### src/hw/ufl_map.vh
// register offsets, field positions, reset values and trigger tables for the format control block
`ifndef UFL_MAP_VH
`define UFL_MAP_VH
// register byte addresses
`define UFL_OFS_FIFO_CTRL 8'h08
`define UFL_OFS_LINE_CTRL 8'h0C
`define UFL_OFS_IDENT 8'h08
`define UFL_OFS_STATUS 8'h10
`define UFL_OFS_FIFO_LVL 8'h14
// fifo control fields
`define UFL_FC_EN 0
`define UFL_FC_RXCLR 1
`define UFL_FC_TXCLR 2
`define UFL_FC_DMA 3
`define UFL_FC_TXTRG_LO 4
`define UFL_FC_RXTRG_LO 6
`define UFL_FC_RESET 8'h00
// line control fields
`define UFL_LC_STOP 2
`define UFL_LC_PEN 3
`define UFL_LC_EVEN 4
`define UFL_LC_STICK 5
`define UFL_LC_BREAK 6
`define UFL_LC_DLAB 7
`define UFL_LC_RESET 8'h00
`define UFL_LC_UNLOCK 8'hBF
// identification value: no interrupt pending, fifo bits above
`define UFL_IDENT_IDLE 8'h01
`define UFL_IDENT_FIFO_BITS 8'hC0
// trigger tables, deep build then shallow build
`define UFL_TX64_0 7'd8
`define UFL_TX64_1 7'd16
`define UFL_TX64_2 7'd32
`define UFL_TX64_3 7'd56
`define UFL_RX64_0 7'd8
`define UFL_RX64_1 7'd16
`define UFL_RX64_2 7'd56
`define UFL_RX64_3 7'd60
`define UFL_RX16_0 7'd1
`define UFL_RX16_1 7'd4
`define UFL_RX16_2 7'd8
`define UFL_RX16_3 7'd14
`define UFL_DEEP 64
// axi responses
`define UFL_RESP_OKAY 2'b00
`define UFL_RESP_SLVERR 2'b10
`endif

### src/hw/ufl_format_ctrl.v
// fifo control and character format control of one serial channel, axi4-lite slave
//
// Summary of operation
// RL1 - reset clears the whole fifo control value; fifos off, lowest triggers.
// RL2 - fifo control bit 0 enables both fifos; clearing it empties both.
// RL3 - any switch between fifo mode and byte mode empties both fifos.
// RL4 - other fifo control bits are taken only when bit 0 is one.
// RL5 - bit 1 flushes receive fifo and zeroes its count, not shift register.
// RL6 - bit 2 flushes transmit fifo and zeroes its count, not shift register.
// RL7 - bit 3 picks transfer-request mode when enabled; no request pins exist.
// RL8 - deep build: bits 5:4 give transmit trigger 8, 16, 32 or 56.
// RL9 - bits 7:6 give receive trigger 1,4,8,14 or 8,16,56,60 when deep.
// RL10 - line control bits 1:0 choose five to eight data bits.
// RL11 - bit 2 clear gives one stop bit; set gives 1.5 for five bits, two otherwise.
// RL12 - bit 3 adds parity after data, checked on receive; bit 4 picks even.
// RL13 - stick parity sends and expects parity opposite the even select bit.
// RL14 - break forces serial output low; transmitter keeps running beneath it.
// RL15 - host loads zero byte, sets break, clears it after transmitter empty.
// RL16 - bit 7 steers low addresses to divisor latch bytes instead of buffers.
// RL17 - deep build: writing BF to line control opens the enhanced registers.
// RL18 - reset clears the whole line control value.
// RL19 - fifo control is write only; reads never return its value; status reads return its bits 3 and 0.
// RL20 - identification bits 7:6 read ones when fifos enabled, else zeros.
// RL21 - fifo depth parameter, 16 or 64, picks tables and deep-only features.
// RL22 - flush in the enabling write acts before any new character is stored.
`timescale 1ns/1ps
`include "ufl_map.vh"

module ufl_format_ctrl #(
  parameter FIFO_DEPTH = 64
) (
  // clock and reset
  input wire clk_sys_in,
  input wire rst_n_in,
  // axi4-lite write address
  input wire [7:0] s_axi_awaddr_in,
  input wire s_axi_awvalid_in,
  output wire s_axi_awready_out,
  // axi4-lite write data
  input wire [31:0] s_axi_wdata_in,
  input wire [3:0] s_axi_wstrb_in,
  input wire s_axi_wvalid_in,
  output wire s_axi_wready_out,
  // axi4-lite write response
  output reg [1:0] s_axi_bresp_out,
  output reg s_axi_bvalid_out,
  input wire s_axi_bready_in,
  // axi4-lite read address
  input wire [7:0] s_axi_araddr_in,
  input wire s_axi_arvalid_in,
  output wire s_axi_arready_out,
  // axi4-lite read data
  output reg [31:0] s_axi_rdata_out,
  output reg [1:0] s_axi_rresp_out,
  output reg s_axi_rvalid_out,
  input wire s_axi_rready_in,
  // fifo occupancy from the data path
  input wire rx_push_in,
  input wire rx_pop_in,
  input wire tx_push_in,
  input wire tx_pop_in,
  // transmitter raw serial output from its shift register
  input wire tx_shift_in,
  // controls toward the data path
  output reg fifo_enable_out,
  output reg rx_fifo_flush_out,
  output reg tx_fifo_flush_out,
  output reg dma_mode_out,
  output reg [6:0] rx_trigger_out,
  output reg [6:0] tx_trigger_out,
  output reg [3:0] data_bits_out,
  output reg two_stop_out,
  output reg half_stop_out,
  output reg parity_enable_out,
  output reg parity_even_out,
  output reg parity_stick_out,
  output reg parity_stick_value_out,
  output reg divisor_access_out,
  output reg enhanced_access_out,
  output wire serial_out,
  // occupancy and trigger status
  output reg rx_trigger_hit_out,
  output reg tx_below_trigger_out
);

  // ==========================================================================
  // reset synchroniser
  reg rst_meta_ff;
  reg rst_sync_ff;
  wire rst_n;
  always @(posedge clk_sys_in or negedge rst_n_in) begin
    if (!rst_n_in) begin
      rst_meta_ff <= 1'b0;
      rst_sync_ff <= 1'b0;
    end else begin
      rst_meta_ff <= 1'b1;
      rst_sync_ff <= rst_meta_ff;
    end
  end
  assign rst_n = rst_sync_ff;

  localparam DEEP = (FIFO_DEPTH == `UFL_DEEP); // [RL21]

  // ==========================================================================
  // write channel: address and data taken in either order
  reg aw_held_ff;
  reg w_held_ff;
  reg [7:0] aw_addr_ff;
  reg [31:0] w_data_ff;
  reg [3:0] w_strb_ff;
  wire aw_take;
  wire w_take;
  wire wr_fire;
  assign s_axi_awready_out = !aw_held_ff && !s_axi_bvalid_out;
  assign s_axi_wready_out = !w_held_ff && !s_axi_bvalid_out;
  assign aw_take = s_axi_awvalid_in && s_axi_awready_out;
  assign w_take = s_axi_wvalid_in && s_axi_wready_out;
  assign wr_fire = aw_held_ff && w_held_ff;

  // capture address and data
  always @(posedge clk_sys_in or negedge rst_n) begin
    if (!rst_n) begin
      aw_held_ff <= 1'b0;
      w_held_ff <= 1'b0;
      aw_addr_ff <= 8'h00;
      w_data_ff <= 32'h0000_0000;
      w_strb_ff <= 4'h0;
    end else begin
      if (wr_fire) begin
        aw_held_ff <= 1'b0;
        w_held_ff <= 1'b0;
      end else begin
        if (aw_take) begin
          aw_held_ff <= 1'b1;
          aw_addr_ff <= s_axi_awaddr_in;
        end
        if (w_take) begin
          w_held_ff <= 1'b1;
          w_data_ff <= s_axi_wdata_in;
          w_strb_ff <= s_axi_wstrb_in;
        end
      end
    end
  end

  // ==========================================================================
  // register decode of a write
  wire wr_lane0;
  wire wr_fc;
  wire wr_lc;
  wire wr_known;
  assign wr_lane0 = wr_fire && w_strb_ff[0];
  assign wr_fc = wr_lane0 && (aw_addr_ff[7:2] == `UFL_OFS_FIFO_CTRL >> 2);
  assign wr_lc = wr_lane0 && (aw_addr_ff[7:2] == `UFL_OFS_LINE_CTRL >> 2);
  assign wr_known = (aw_addr_ff[7:2] == `UFL_OFS_FIFO_CTRL >> 2) ||
                    (aw_addr_ff[7:2] == `UFL_OFS_LINE_CTRL >> 2);

  // write response
  always @(posedge clk_sys_in or negedge rst_n) begin
    if (!rst_n) begin
      s_axi_bvalid_out <= 1'b0;
      s_axi_bresp_out <= `UFL_RESP_OKAY;
    end else if (wr_fire) begin
      s_axi_bvalid_out <= 1'b1;
      s_axi_bresp_out <= wr_known ? `UFL_RESP_OKAY : `UFL_RESP_SLVERR;
    end else if (s_axi_bready_in) begin
      s_axi_bvalid_out <= 1'b0;
    end
  end

  // ==========================================================================
  // fifo control register
  reg [7:0] fifo_ctrl_ff;
  reg [7:0] nxt_fifo_ctrl;
  wire [7:0] wbyte;
  assign wbyte = w_data_ff[7:0];
  always @* begin
    nxt_fifo_ctrl = fifo_ctrl_ff;
    if (wr_fc) begin
      nxt_fifo_ctrl[`UFL_FC_EN] = wbyte[`UFL_FC_EN]; // [RL2]
      if (wbyte[`UFL_FC_EN]) begin
        nxt_fifo_ctrl[7:1] = wbyte[7:1]; // [RL4]
        if (!DEEP) begin
          nxt_fifo_ctrl[5:4] = 2'b00; // [RL8]
        end
      end
      // clear bits are never stored; only the flush pulses carry them
      nxt_fifo_ctrl[`UFL_FC_RXCLR] = 1'b0;
      nxt_fifo_ctrl[`UFL_FC_TXCLR] = 1'b0;
    end
  end

  always @(posedge clk_sys_in or negedge rst_n) begin
    if (!rst_n) begin
      fifo_ctrl_ff <= `UFL_FC_RESET; // [RL1]
    end else begin
      fifo_ctrl_ff <= nxt_fifo_ctrl;
    end
  end

  // flush pulses: disable, mode change or explicit clear bits
  wire mode_change;
  wire fc_accept;
  assign mode_change = wr_fc && (wbyte[`UFL_FC_EN] != fifo_ctrl_ff[`UFL_FC_EN]); // [RL3]
  assign fc_accept = wr_fc && wbyte[`UFL_FC_EN];
  always @(posedge clk_sys_in or negedge rst_n) begin
    if (!rst_n) begin
      rx_fifo_flush_out <= 1'b0;
      tx_fifo_flush_out <= 1'b0;
    end else begin
      rx_fifo_flush_out <= mode_change || (wr_fc && !wbyte[`UFL_FC_EN]) ||
                           (fc_accept && wbyte[`UFL_FC_RXCLR]); // [RL5]
      tx_fifo_flush_out <= mode_change || (wr_fc && !wbyte[`UFL_FC_EN]) ||
                           (fc_accept && wbyte[`UFL_FC_TXCLR]); // [RL6]
    end
  end

  // ==========================================================================
  // occupancy counters; flush wins over any same-cycle push
  localparam CW = 7;
  reg [CW-1:0] rx_count_ff;
  reg [CW-1:0] tx_count_ff;
  always @(posedge clk_sys_in or negedge rst_n) begin
    if (!rst_n) begin
      rx_count_ff <= {CW{1'b0}};
      tx_count_ff <= {CW{1'b0}};
    end else begin
      if (rx_fifo_flush_out) begin
        rx_count_ff <= {CW{1'b0}}; // [RL5] [RL22]
      end else if (rx_push_in && !rx_pop_in && rx_count_ff != FIFO_DEPTH[CW-1:0]) begin
        rx_count_ff <= rx_count_ff + 7'd1;
      end else if (rx_pop_in && !rx_push_in && rx_count_ff != {CW{1'b0}}) begin
        rx_count_ff <= rx_count_ff - 7'd1;
      end
      if (tx_fifo_flush_out) begin
        tx_count_ff <= {CW{1'b0}}; // [RL6] [RL22]
      end else if (tx_push_in && !tx_pop_in && tx_count_ff != FIFO_DEPTH[CW-1:0]) begin
        tx_count_ff <= tx_count_ff + 7'd1;
      end else if (tx_pop_in && !tx_push_in && tx_count_ff != {CW{1'b0}}) begin
        tx_count_ff <= tx_count_ff - 7'd1;
      end
    end
  end

  // ==========================================================================
  // line control register and unlock
  reg [7:0] line_ctrl_ff;
  reg enh_ff;
  always @(posedge clk_sys_in or negedge rst_n) begin
    if (!rst_n) begin
      line_ctrl_ff <= `UFL_LC_RESET; // [RL18]
      enh_ff <= 1'b0;
    end else if (wr_lc) begin
      line_ctrl_ff <= wbyte;
      enh_ff <= DEEP && (wbyte == `UFL_LC_UNLOCK); // [RL17]
    end
  end

  // ==========================================================================
  // trigger table lookup
  reg [6:0] rx_trg;
  reg [6:0] tx_trg;
  always @* begin
    case (fifo_ctrl_ff[7:6]) // [RL9]
      2'b00: rx_trg = DEEP ? `UFL_RX64_0 : `UFL_RX16_0;
      2'b01: rx_trg = DEEP ? `UFL_RX64_1 : `UFL_RX16_1;
      2'b10: rx_trg = DEEP ? `UFL_RX64_2 : `UFL_RX16_2;
      default: rx_trg = DEEP ? `UFL_RX64_3 : `UFL_RX16_3;
    endcase
    case (fifo_ctrl_ff[5:4]) // [RL8]
      2'b00: tx_trg = `UFL_TX64_0;
      2'b01: tx_trg = `UFL_TX64_1;
      2'b10: tx_trg = `UFL_TX64_2;
      default: tx_trg = `UFL_TX64_3;
    endcase
    if (!DEEP) begin
      tx_trg = 7'd0;
    end
  end

  // ==========================================================================
  // registered decoded controls
  always @(posedge clk_sys_in or negedge rst_n) begin
    if (!rst_n) begin
      fifo_enable_out <= 1'b0;
      dma_mode_out <= 1'b0;
      rx_trigger_out <= 7'd0;
      tx_trigger_out <= 7'd0;
      data_bits_out <= 4'd5;
      two_stop_out <= 1'b0;
      half_stop_out <= 1'b0;
      parity_enable_out <= 1'b0;
      parity_even_out <= 1'b0;
      parity_stick_out <= 1'b0;
      parity_stick_value_out <= 1'b0;
      divisor_access_out <= 1'b0;
      enhanced_access_out <= 1'b0;
      rx_trigger_hit_out <= 1'b0;
      tx_below_trigger_out <= 1'b0;
    end else begin
      fifo_enable_out <= fifo_ctrl_ff[`UFL_FC_EN]; // [RL2]
      dma_mode_out <= fifo_ctrl_ff[`UFL_FC_EN] && fifo_ctrl_ff[`UFL_FC_DMA]; // [RL7]
      rx_trigger_out <= rx_trg;
      tx_trigger_out <= tx_trg;
      data_bits_out <= 4'd5 + {2'b00, line_ctrl_ff[1:0]}; // [RL10]
      two_stop_out <= line_ctrl_ff[`UFL_LC_STOP] && (line_ctrl_ff[1:0] != 2'b00); // [RL11]
      half_stop_out <= line_ctrl_ff[`UFL_LC_STOP] && (line_ctrl_ff[1:0] == 2'b00); // [RL11]
      parity_enable_out <= line_ctrl_ff[`UFL_LC_PEN]; // [RL12]
      parity_even_out <= line_ctrl_ff[`UFL_LC_EVEN]; // [RL12]
      parity_stick_out <= line_ctrl_ff[`UFL_LC_PEN] && line_ctrl_ff[`UFL_LC_STICK]; // [RL13]
      parity_stick_value_out <= !line_ctrl_ff[`UFL_LC_EVEN]; // [RL13]
      divisor_access_out <= line_ctrl_ff[`UFL_LC_DLAB]; // [RL16]
      enhanced_access_out <= enh_ff; // [RL17]
      rx_trigger_hit_out <= fifo_ctrl_ff[`UFL_FC_EN] && (rx_count_ff >= rx_trg);
      tx_below_trigger_out <= fifo_ctrl_ff[`UFL_FC_EN] && (tx_count_ff < tx_trg);
    end
  end

  // break forces space; shifter unaffected upstream
  assign serial_out = tx_shift_in && !line_ctrl_ff[`UFL_LC_BREAK]; // [RL14]

  // ==========================================================================
  // read channel
  assign s_axi_arready_out = !s_axi_rvalid_out;
  always @(posedge clk_sys_in or negedge rst_n) begin
    if (!rst_n) begin
      s_axi_rvalid_out <= 1'b0;
      s_axi_rdata_out <= 32'h0000_0000;
      s_axi_rresp_out <= `UFL_RESP_OKAY;
    end else if (s_axi_arvalid_in && s_axi_arready_out) begin
      s_axi_rvalid_out <= 1'b1;
      s_axi_rresp_out <= `UFL_RESP_OKAY;
      if (s_axi_araddr_in[7:2] == `UFL_OFS_IDENT >> 2) begin
        // identification replaces fifo control on reads
        s_axi_rdata_out <= {24'h000000, `UFL_IDENT_IDLE |
                           (fifo_ctrl_ff[`UFL_FC_EN] ? `UFL_IDENT_FIFO_BITS : 8'h00)}; // [RL19] [RL20]
      end else if (s_axi_araddr_in[7:2] == `UFL_OFS_LINE_CTRL >> 2) begin
        s_axi_rdata_out <= {24'h000000, line_ctrl_ff};
      end else if (s_axi_araddr_in[7:2] == `UFL_OFS_STATUS >> 2) begin
        s_axi_rdata_out <= {28'h0000000, enh_ff, fifo_ctrl_ff[`UFL_FC_DMA],
                            fifo_ctrl_ff[`UFL_FC_EN], line_ctrl_ff[`UFL_LC_BREAK]};
      end else if (s_axi_araddr_in[7:2] == `UFL_OFS_FIFO_LVL >> 2) begin
        s_axi_rdata_out <= {9'h000, tx_count_ff, 9'h000, rx_count_ff};
      end else begin
        s_axi_rdata_out <= 32'h0000_0000;
        s_axi_rresp_out <= `UFL_RESP_SLVERR;
      end
    end else if (s_axi_rready_in) begin
      s_axi_rvalid_out <= 1'b0;
    end
  end

endmodule // ufl_format_ctrl

### config.mk
export PLATFORM = sky130hd
export DESIGN_NAME = ufl_format_ctrl
export DESIGN_NICKNAME = d
export VERILOG_FILES = /design/src/hw/ufl_format_ctrl.v
export VERILOG_INCLUDE_DIRS = /design/src /design/src/hw
export SDC_FILE = /design/constraint.sdc
export NUM_CORES = 1
export LEC_CHECK = 0
export ABC_CLOCK_PERIOD_IN_PS = 3400
export BUFFER_PORTS_ARGS = -buffer_cell sky130_fd_sc_hd__buf_2
export CAP_MARGIN = 25
export CORE_ASPECT_RATIO = 1.2
export CORE_UTILIZATION = 51
export DETAILED_ROUTE_END_ITERATION = 10
export PLACE_DENSITY = 0.9
export SETUP_SLACK_MARGIN = 0.1
export SKIP_LAST_GASP = 1
export SLEW_MARGIN = 20
export SYNTH_ARGS = -nofsm -noshare
export SYNTH_HDL_FRONTEND = slang
export SYNTH_SLANG_ARGS = --single-unit
### constraint.sdc
create_clock -name clk_sys_in -period 3.4 [get_ports clk_sys_in]
set_input_delay 0.51 -clock clk_sys_in [delete_from_list [all_inputs] [get_ports clk_sys_in]]
set_output_delay 0.51 -clock clk_sys_in [all_outputs]
set_load 0.03 [all_outputs]
==> results of run 1 <==
[cell families (layout without fill, tap and decap cells)]
family	after synthesis	after routing	synth area share
compound gates	74	74	0.119
xor+xnor	9	9	0.0177
fa+ha+maj	25	25	0.0737
buf+inv	62	124	0.0745
flops	92	92	0.518
mux	37	37	0.0959
other cells	2	27	0.00169
simple gates	82	82	0.0996
[flip-flops by register name, summed over array words and instances, names as in the netlist, 3 cells and up]
signal / count
aw_addr_ff: 6
fifo_ctrl_ff: 6
line_ctrl_ff: 8
s_axi_rdata_out: 15
w_data_ff: 8
rx_trigger_out: 4
data_bits_out: 4
tx_count_ff: 7
tx_trigger_out: 3
rx_count_ff: 7
[synth_stat cells (all sizes together) (5+ instances only)]
| library cell | number | area share |
|---|---|---|
| nor3 | 9 | 0.014 |
| nor2 | 20 | 0.018 |
| inv | 26 | 0.022 |
| a21oi | 13 | 0.015 |
| mux2 | 35 | 0.089 |
| nand2 | 18 | 0.015 |
| a21o | 8 | 0.014 |
| buf | 28 | 0.046 |
| xnor2 | 5 | 0.0098 |
| and2 | 6 | 0.0084 |
| ha | 23 | 0.065 |
| dfrtp | 90 | 0.51 |
| clkbuf | 8 | 0.0068 |
| a211oi | 6 | 0.010 |
| nand2b | 5 | 0.0070 |
| a22o | 10 | 0.020 |
| o21ai | 10 | 0.011 |
| nor2b | 6 | 0.0084 |
[repair_timing]
action,in CTS,in global routing
gates resized for setup,0,2
hold endpoints to repair,2,0
hold buffers,1,0
setup endpoints to repair,0,1
[per-layer routing]
metal,global-route usage,vias to the layer above
li1,-,1448
met1,0.252,1527
met2,0.363,87
met3,0.0397,21
met4,0.0984,0
met5,0,-
[power by group through the flow]
stage	Clock, mW	Sequential, mW	Combinational [mW]
after detailed placement	0	1.74	1.36
final	0.809	1.73	1.37
after CTS	0.828	1.72	1.36
after global placement	0	1.73	1.26
after global routing	0.881	1.78	1.51
after floorplan	0	1.77	0.953
[cell usage in the layout (no fill, tap or decap), types with 2 or more instances in the layout]
cell,count
a21o_1,7
nor2_2,2
o221ai_1,2
nor2b_1,6
o31a_1,2
nor3_1,7
inv_1,26
xnor2_1,5
a21boi_0,3
a211oi_1,6
and3b_1,3
buf_2,80
fa_1,2
nand3_1,4
o21a_1,4
nand2b_1,5
a22o_1,10
conb_1,27
nor3_4,2
mux2_2,35
a21oi_1,12
a31oi_1,2
ha_1,23
and2_1,6
o31ai_1,4
nor2_1,18
a221o_1,2
bufinv_16,2
clkinvlp_4,2
o21ai_0,10
a22oi_1,3
xor2_1,4
dfrtp_1,89
nand2_1,18
nand4b_1,2
dfstp_2,2
clkbuf_8,9
or2_2,4
[final timing paths]
kind	from	depth (start not counted)	to	slack (ns)
min reg2reg	rst_n	0	w_data_ff[2]	0.33
min in group asynchronous	rst_n	0	w_data_ff[2]	0.33
min	s_axi_rready_in	2	s_axi_rvalid_out	0.32
max	tx_count_ff[5]	9	tx_count_ff[6]	0.34
max in group asynchronous	rst_n	1	data_bits_out[0]	2.39
max reg2reg	tx_count_ff[5]	9	tx_count_ff[6]	0.34
[cell type report]
class / instances / share of cell area
well taps: 114 / 0.0278
inverters: 26 / 0.0190
repair buffers: 82 / 0.0854
multi-input cells: 254 / 0.374
clock buffers: 9 / 0.0241
flip-flops and latches: 92 / 0.450
clock inverters: 7 / 0.0195
==> results.py, run 1 <==
metrics = {
    "route": {
        "wl_per_cell_um": 15.2,
        "wl_met2_um": 4770,
        "drt_pass1_iterations": 4,
        "topRoutingLayerUsed": "met4",
        "met3_length_um": 347,
        "dr_total_vias": 3083,
        "drt_iter0_markers": 101,
        "wl_met1_um": 3530,
        "ant_nets": 0,
        "viasPerCell": 5.28,
        "routed_wl_um": 8880,
        "drcViolationCount": 0,
    },
    "place": {
        "dp_hpwl_um": 6710,
        "dp_slack_ns": 0.244,
        "placedCellCount": 567,
        "place_area_um2": 4880,
        "globalplace.congestion": 0.864,
        "io_buffers": 80,
    },
    "layout": {
        "seq_area_um2": 2310,
        "multi_input_area_um2": 1920,
        "fillCellCount": 703,
        "instances_no_fill": 584,
        "n_antenna_cell": 0,
        "final_core_util": 0.619,
        "finalNetCount": 554,
        "area_delta_synth_final_pct": 15.3,
        "stdcell_area_um2": 5130,
        "final_layout_size_suffix_gt1_frac": 0.315,
    },
    "clock_tree": {
        "clk_pin_slew_ns": 0.09,
        "root_buffer": "clkbuf_8",
        "cts_inserted_buffers": 9,
        "cts_tree": "yes",
        "postCtsSetupBuffers": 0,
        "cts.htree.levels": 3,
        "clock_insertion_delay_worst_skew_ns": 0.37,
        "clk_path_buf_depth": 2,
        "cts.sinks": 92,
    },
    "worst_setup_path": {
        "critical_path_class": "flop to flop",
        "crit_slowest_cell": "or4_1",
        "cp_common_cell": "o31a_1",
        "critPathRequiredTime_ns": 3.68,
        "cpPeakStageDelay_ns": 0.59,
        "crit_path_start_kind": "flop",
        "path_cells": "or4_1 > nor3_4 > a21o_4 > ha_1 > nor2b_1 > o31a_1 > o31a_1 > a211o_1 > o221ai_1",
        "cp.buffers_inverters": 0,
        "critPathCaptureType": "flop",
        "arrival_ns": 3.34,
        "worstPathMaxFanout": 7,
        "timing.critical_path.max_delay_family": "compound AO/OA/AOI/OAI gates",
    },
    "power_and_ir_drop": {
        "switchingPower_mw": 1.48,
        "power_density_nw_per_um2": 760,
        "power_switching_share": 0.380,
        "p_leak_nw": 2.57,
        "seqPwrFrac": 0.443,
        "peakVddDrop_mv": 0.378,
        "total_power_mw": 3.90,
        "internal_power_mw": 2.42,
        "p_clk_frac": 0.207,
        "power_frac_comb": 0.350,
    },
    "job": {
        "drv_cap": 0,
    },
    "sta": {
        "setup_viol": 0,
        "skew_ns": 0.00807,
        "whs_ns": 0.318,
        "report.final.slew_viol_count": 0,
        "worstMarginPinSlew_ns": 0.789,
        "fin_setup_tns_ns": 0,
        "fin_ws_ns": 0.345,
        "fin_crit_sh": 0.899,
        "fmax_mhz": 327,
        "rsz0062_at_grt": "no",
        "fin_crit_ns": 3.06,
        "relSlewSlack": 0.473,
        "hold_violations": 0,
    },
    "floorplanning": {
        "initial_core_util": 0.537,
        "die_x_um": 87.3,
        "die_h_um": 104,
        "rows": 36,
        "ios": 138,
        "dieArea_um2": 9100,
        "core_um2": 8290,
    },
    "min_path": {
        "hold_class": "input port to flop",
    },
    "global_route": {
        "grt_first_pass_wirelength_um": 14900,
        "grt_max_degree": 50,
        "grt_pass1_vias": 3126,
        "grt-ovfl-total": 0,
        "antenna_found_initial": 0,
        "grtUsageTotal": 0.212,
    },
    "synthesis": {
        "yosysSeqAreaShare": 0.518,
        "syn_avg_cell_area_um2": 11.6,
        "synthesis.instances": 383,
        "synth_area_um2": 4450,
        "yosysUniqueCellTypes": 52,
        "ys_warn_count": 0,
        "ys.flop_type": "dfrtp_1",
        "synth_edf_count": 0,
        "ys_async_sr_fraction": 1.00,
        "ys_ff_latch": 92,
    },
    "status": {
        "outcome": "completed",
    },
}
Note: power is estimated with default switching activity, not from simulation.
==> run 2: changes to the inputs <==
--- a/config.mk
+++ b/config.mk
@@ -11,6 +11,7 @@
 export CAP_MARGIN = 25
 export CORE_ASPECT_RATIO = 1.2
 export CORE_UTILIZATION = 51
+export CTS_BUF_LIST = sky130_fd_sc_hd__clkbuf_16
 export DETAILED_ROUTE_END_ITERATION = 10
 export PLACE_DENSITY = 0.9
 export SETUP_SLACK_MARGIN = 0.1
==> run 2 against run 1 <==
  * Fmax up 0.32%
  * Count of clock-buffer cells in the layout unchanged
  * Via count shrank 0.62%
  * Clock power up 32%
  * Core utilization increased by 1.2 points
  * Worst setup slack improved by 0.0096 ns
  * Sequential share of layout area decreased by 0.87 points
  * Clock skew shrank 0.00069 ns
  * Largest power group unchanged
  * Combinational power hardly changed
  * Register-to-register slack about the same
  * Non-clock buffer count did not move
  * Power increased by 6.7%
==> results.py, run 2 (synthesis gave the netlist of run 1 again) <==
metrics = {
    "route": {
        "dr_total_vias": 3064,
        "viasPerCell": 5.25,
        "wl_per_cell_um": 15.3,
        "ant_nets": 0,
        "routed_wl_um": 8950,
        "drt_iter0_markers": 109,
        "drt_pass1_iterations": 4,
        "drcViolationCount": 0,
    },
    "layout": {
        "layout.cells.most_common": "dfrtp_1",
        "reg_top3": "s_axi_rdata_out (15), line_ctrl_ff (8), w_data_ff (8)",
        "layout_common_cells": "89 x dfrtp_1, 80 x buf_2, 35 x mux2_2, 27 x conb_1, 26 x inv_1",
        "stdcell_area_um2": 5230,
        "n_antenna_cell": 0,
        "finalNetCount": 554,
        "fillCellCount": 684,
        "regMostFlops": "s_axi_rdata_out",
        "area_delta_synth_final_pct": 17.6,
        "final_core_util": 0.631,
        "final_layout_size_suffix_gt1_frac": 0.315,
        "largest_reg_flops": 15,
    },
    "sta": {
        "fin_crit_ns": 3.05,
        "whs_ns": 0.333,
        "rsz0062_at_grt": "no",
        "worstMarginPinSlew_ns": 0.794,
        "skew_ns": 0.00738,
        "setup_viol": 0,
        "fin_crit_sh": 0.896,
        "report.final.slew_viol_count": 0,
        "fmax_mhz": 328,
        "hold_violations": 0,
        "relSlewSlack": 0.470,
        "fin_setup_tns_ns": 0,
    },
    "power_and_ir_drop": {
        "p_clk_frac": 0.256,
        "p_leak_nw": 2.61,
        "power_switching_share": 0.363,
        "power_density_nw_per_um2": 795,
        "internal_power_mw": 2.65,
        "seqPwrFrac": 0.416,
        "power_frac_comb": 0.328,
        "switchingPower_mw": 1.51,
        "peakVddDrop_mv": 0.445,
    },
    "floorplanning": {
        "dieArea_um2": 9100,
        "die_x_um": 87.3,
        "initial_core_util": 0.537,
        "core_um2": 8290,
        "die_h_um": 104,
        "ios": 138,
        "rows": 36,
    },
    "global_route": {
        "grt_max_degree": 50,
        "grtUsageTotal": 0.212,
        "grt_pass1_vias": 3122,
        "antenna_found_initial": 0,
        "grt-ovfl-total": 0,
        "grt_first_pass_wirelength_um": 14800,
    },
    "worst_setup_path": {
        "cpPeakStageDelay_ns": 0.59,
        "r2r_slack_ns": 0.35,
        "worstPathMaxFanout": 7,
        "critPathCaptureType": "flop",
        "path_cells": "or4_1 > nor3_4 > a21o_4 > ha_1 > nor2b_1 > o31a_1 > o31a_1 > a211o_1 > o221ai_1",
        "crit_slowest_cell": "or4_1",
        "cp_common_cell": "o31a_1",
        "critPathRequiredTime_ns": 3.65,
        "crit_path_start_kind": "flop",
        "critical_path_class": "flop to flop",
        "arrival_ns": 3.30,
    },
    "clock_tree": {
        "cts_inserted_buffers": 9,
        "postCtsSetupBuffers": 0,
        "cts.sinks": 92,
        "clk_path_buf_depth": 2,
        "cts_tree": "yes",
        "clk_pin_slew_ns": 0.06,
        "root_buffer": "clkbuf_16",
        "clock_insertion_delay_worst_skew_ns": 0.34,
        "cts.htree.levels": 3,
    },
    "place": {
        "globalplace.congestion": 0.864,
        "dp_hpwl_um": 6710,
        "place_area_um2": 4880,
        "io_buffers": 80,
    },
    "min_path": {
        "hold_class": "flop to asynchronous set/reset pin",
    },
    "job": {
        "drv_cap": 0,
    },
    "status": {
        "outcome": "completed",
    },
}
-- run 2: cell counts in the layout (fill, tap and decap cells not counted) --
No cell type changed its count.
-- run 2: cell type report --
class,count,area (um2),area share
well taps,114,143,0.0273
clock inverters,7,100,0.0191
repair buffers,82,438,0.0837
multi-input cells,254,1920,0.367
clock buffers,9,225,0.0431
flip-flops and latches,92,2310,0.441
inverters,26,97.6,0.0187
-- run 2: final timing paths --
| path | cells after the start | from | end |
|---|---|---|---|
| min in group clk_sys_in | 2 | s_axi_bready_in | s_axi_bvalid_out |
| hold / removal | 0 | rst_n | aw_addr_ff[4] |
| max in group asynchronous | 1 | rst_n | data_bits_out[0] |
| setup / recovery | 9 | tx_count_ff[5] | tx_count_ff[6] |
| setup reg to reg | 9 | tx_count_ff[5] | tx_count_ff[6] |
| hold reg to reg | 0 | rst_n | aw_addr_ff[4] |
-- run 2: layer usage --
metal,wire (um),global-route usage
met1,3600,0.249
met2,4870,0.366
met3,335,0.0571
met4,144,0.0785
met5,0,0
-- run 2: critical path: cells and delay by family, from the launching register on --
family | cells | cell delay (ns)
adder cells (fa/ha/maj) | 1 | 0.26
flip-flops | 1 | 0.44
AND/OR/NAND/NOR | 3 | 0.99
AO/OA/AOI/OAI | 5 | 1.26
-- run 2: per-stage QoR --
step,setup WS [ns],cells,total power [mW]
after CTS,0.206,584,4.18
after detailed placement,0.244,567,3.10
after global placement,0.351,566,2.99
final,0.354,584,4.16
after floorplan,0.537,408,2.73
after global routing,0.182,584,4.43
-- run 2: power groups by stage --
stage                     Sequential, mW  Clock, mW  Combinational, mW
final                               1.73       1.07               1.37
after global placement              1.73          0               1.26
after floorplan                     1.77          0              0.953
after CTS                           1.72       1.09               1.37
after detailed placement            1.74          0               1.36
after global routing                1.78       1.15               1.51
-- run 2: timing repair --
action                                  in CTS  in global routing
hold buffers                                 1                  0
endpoints found under the setup margin       0                  1
resized for setup                            0                  2
hold endpoints to repair                     2                  0
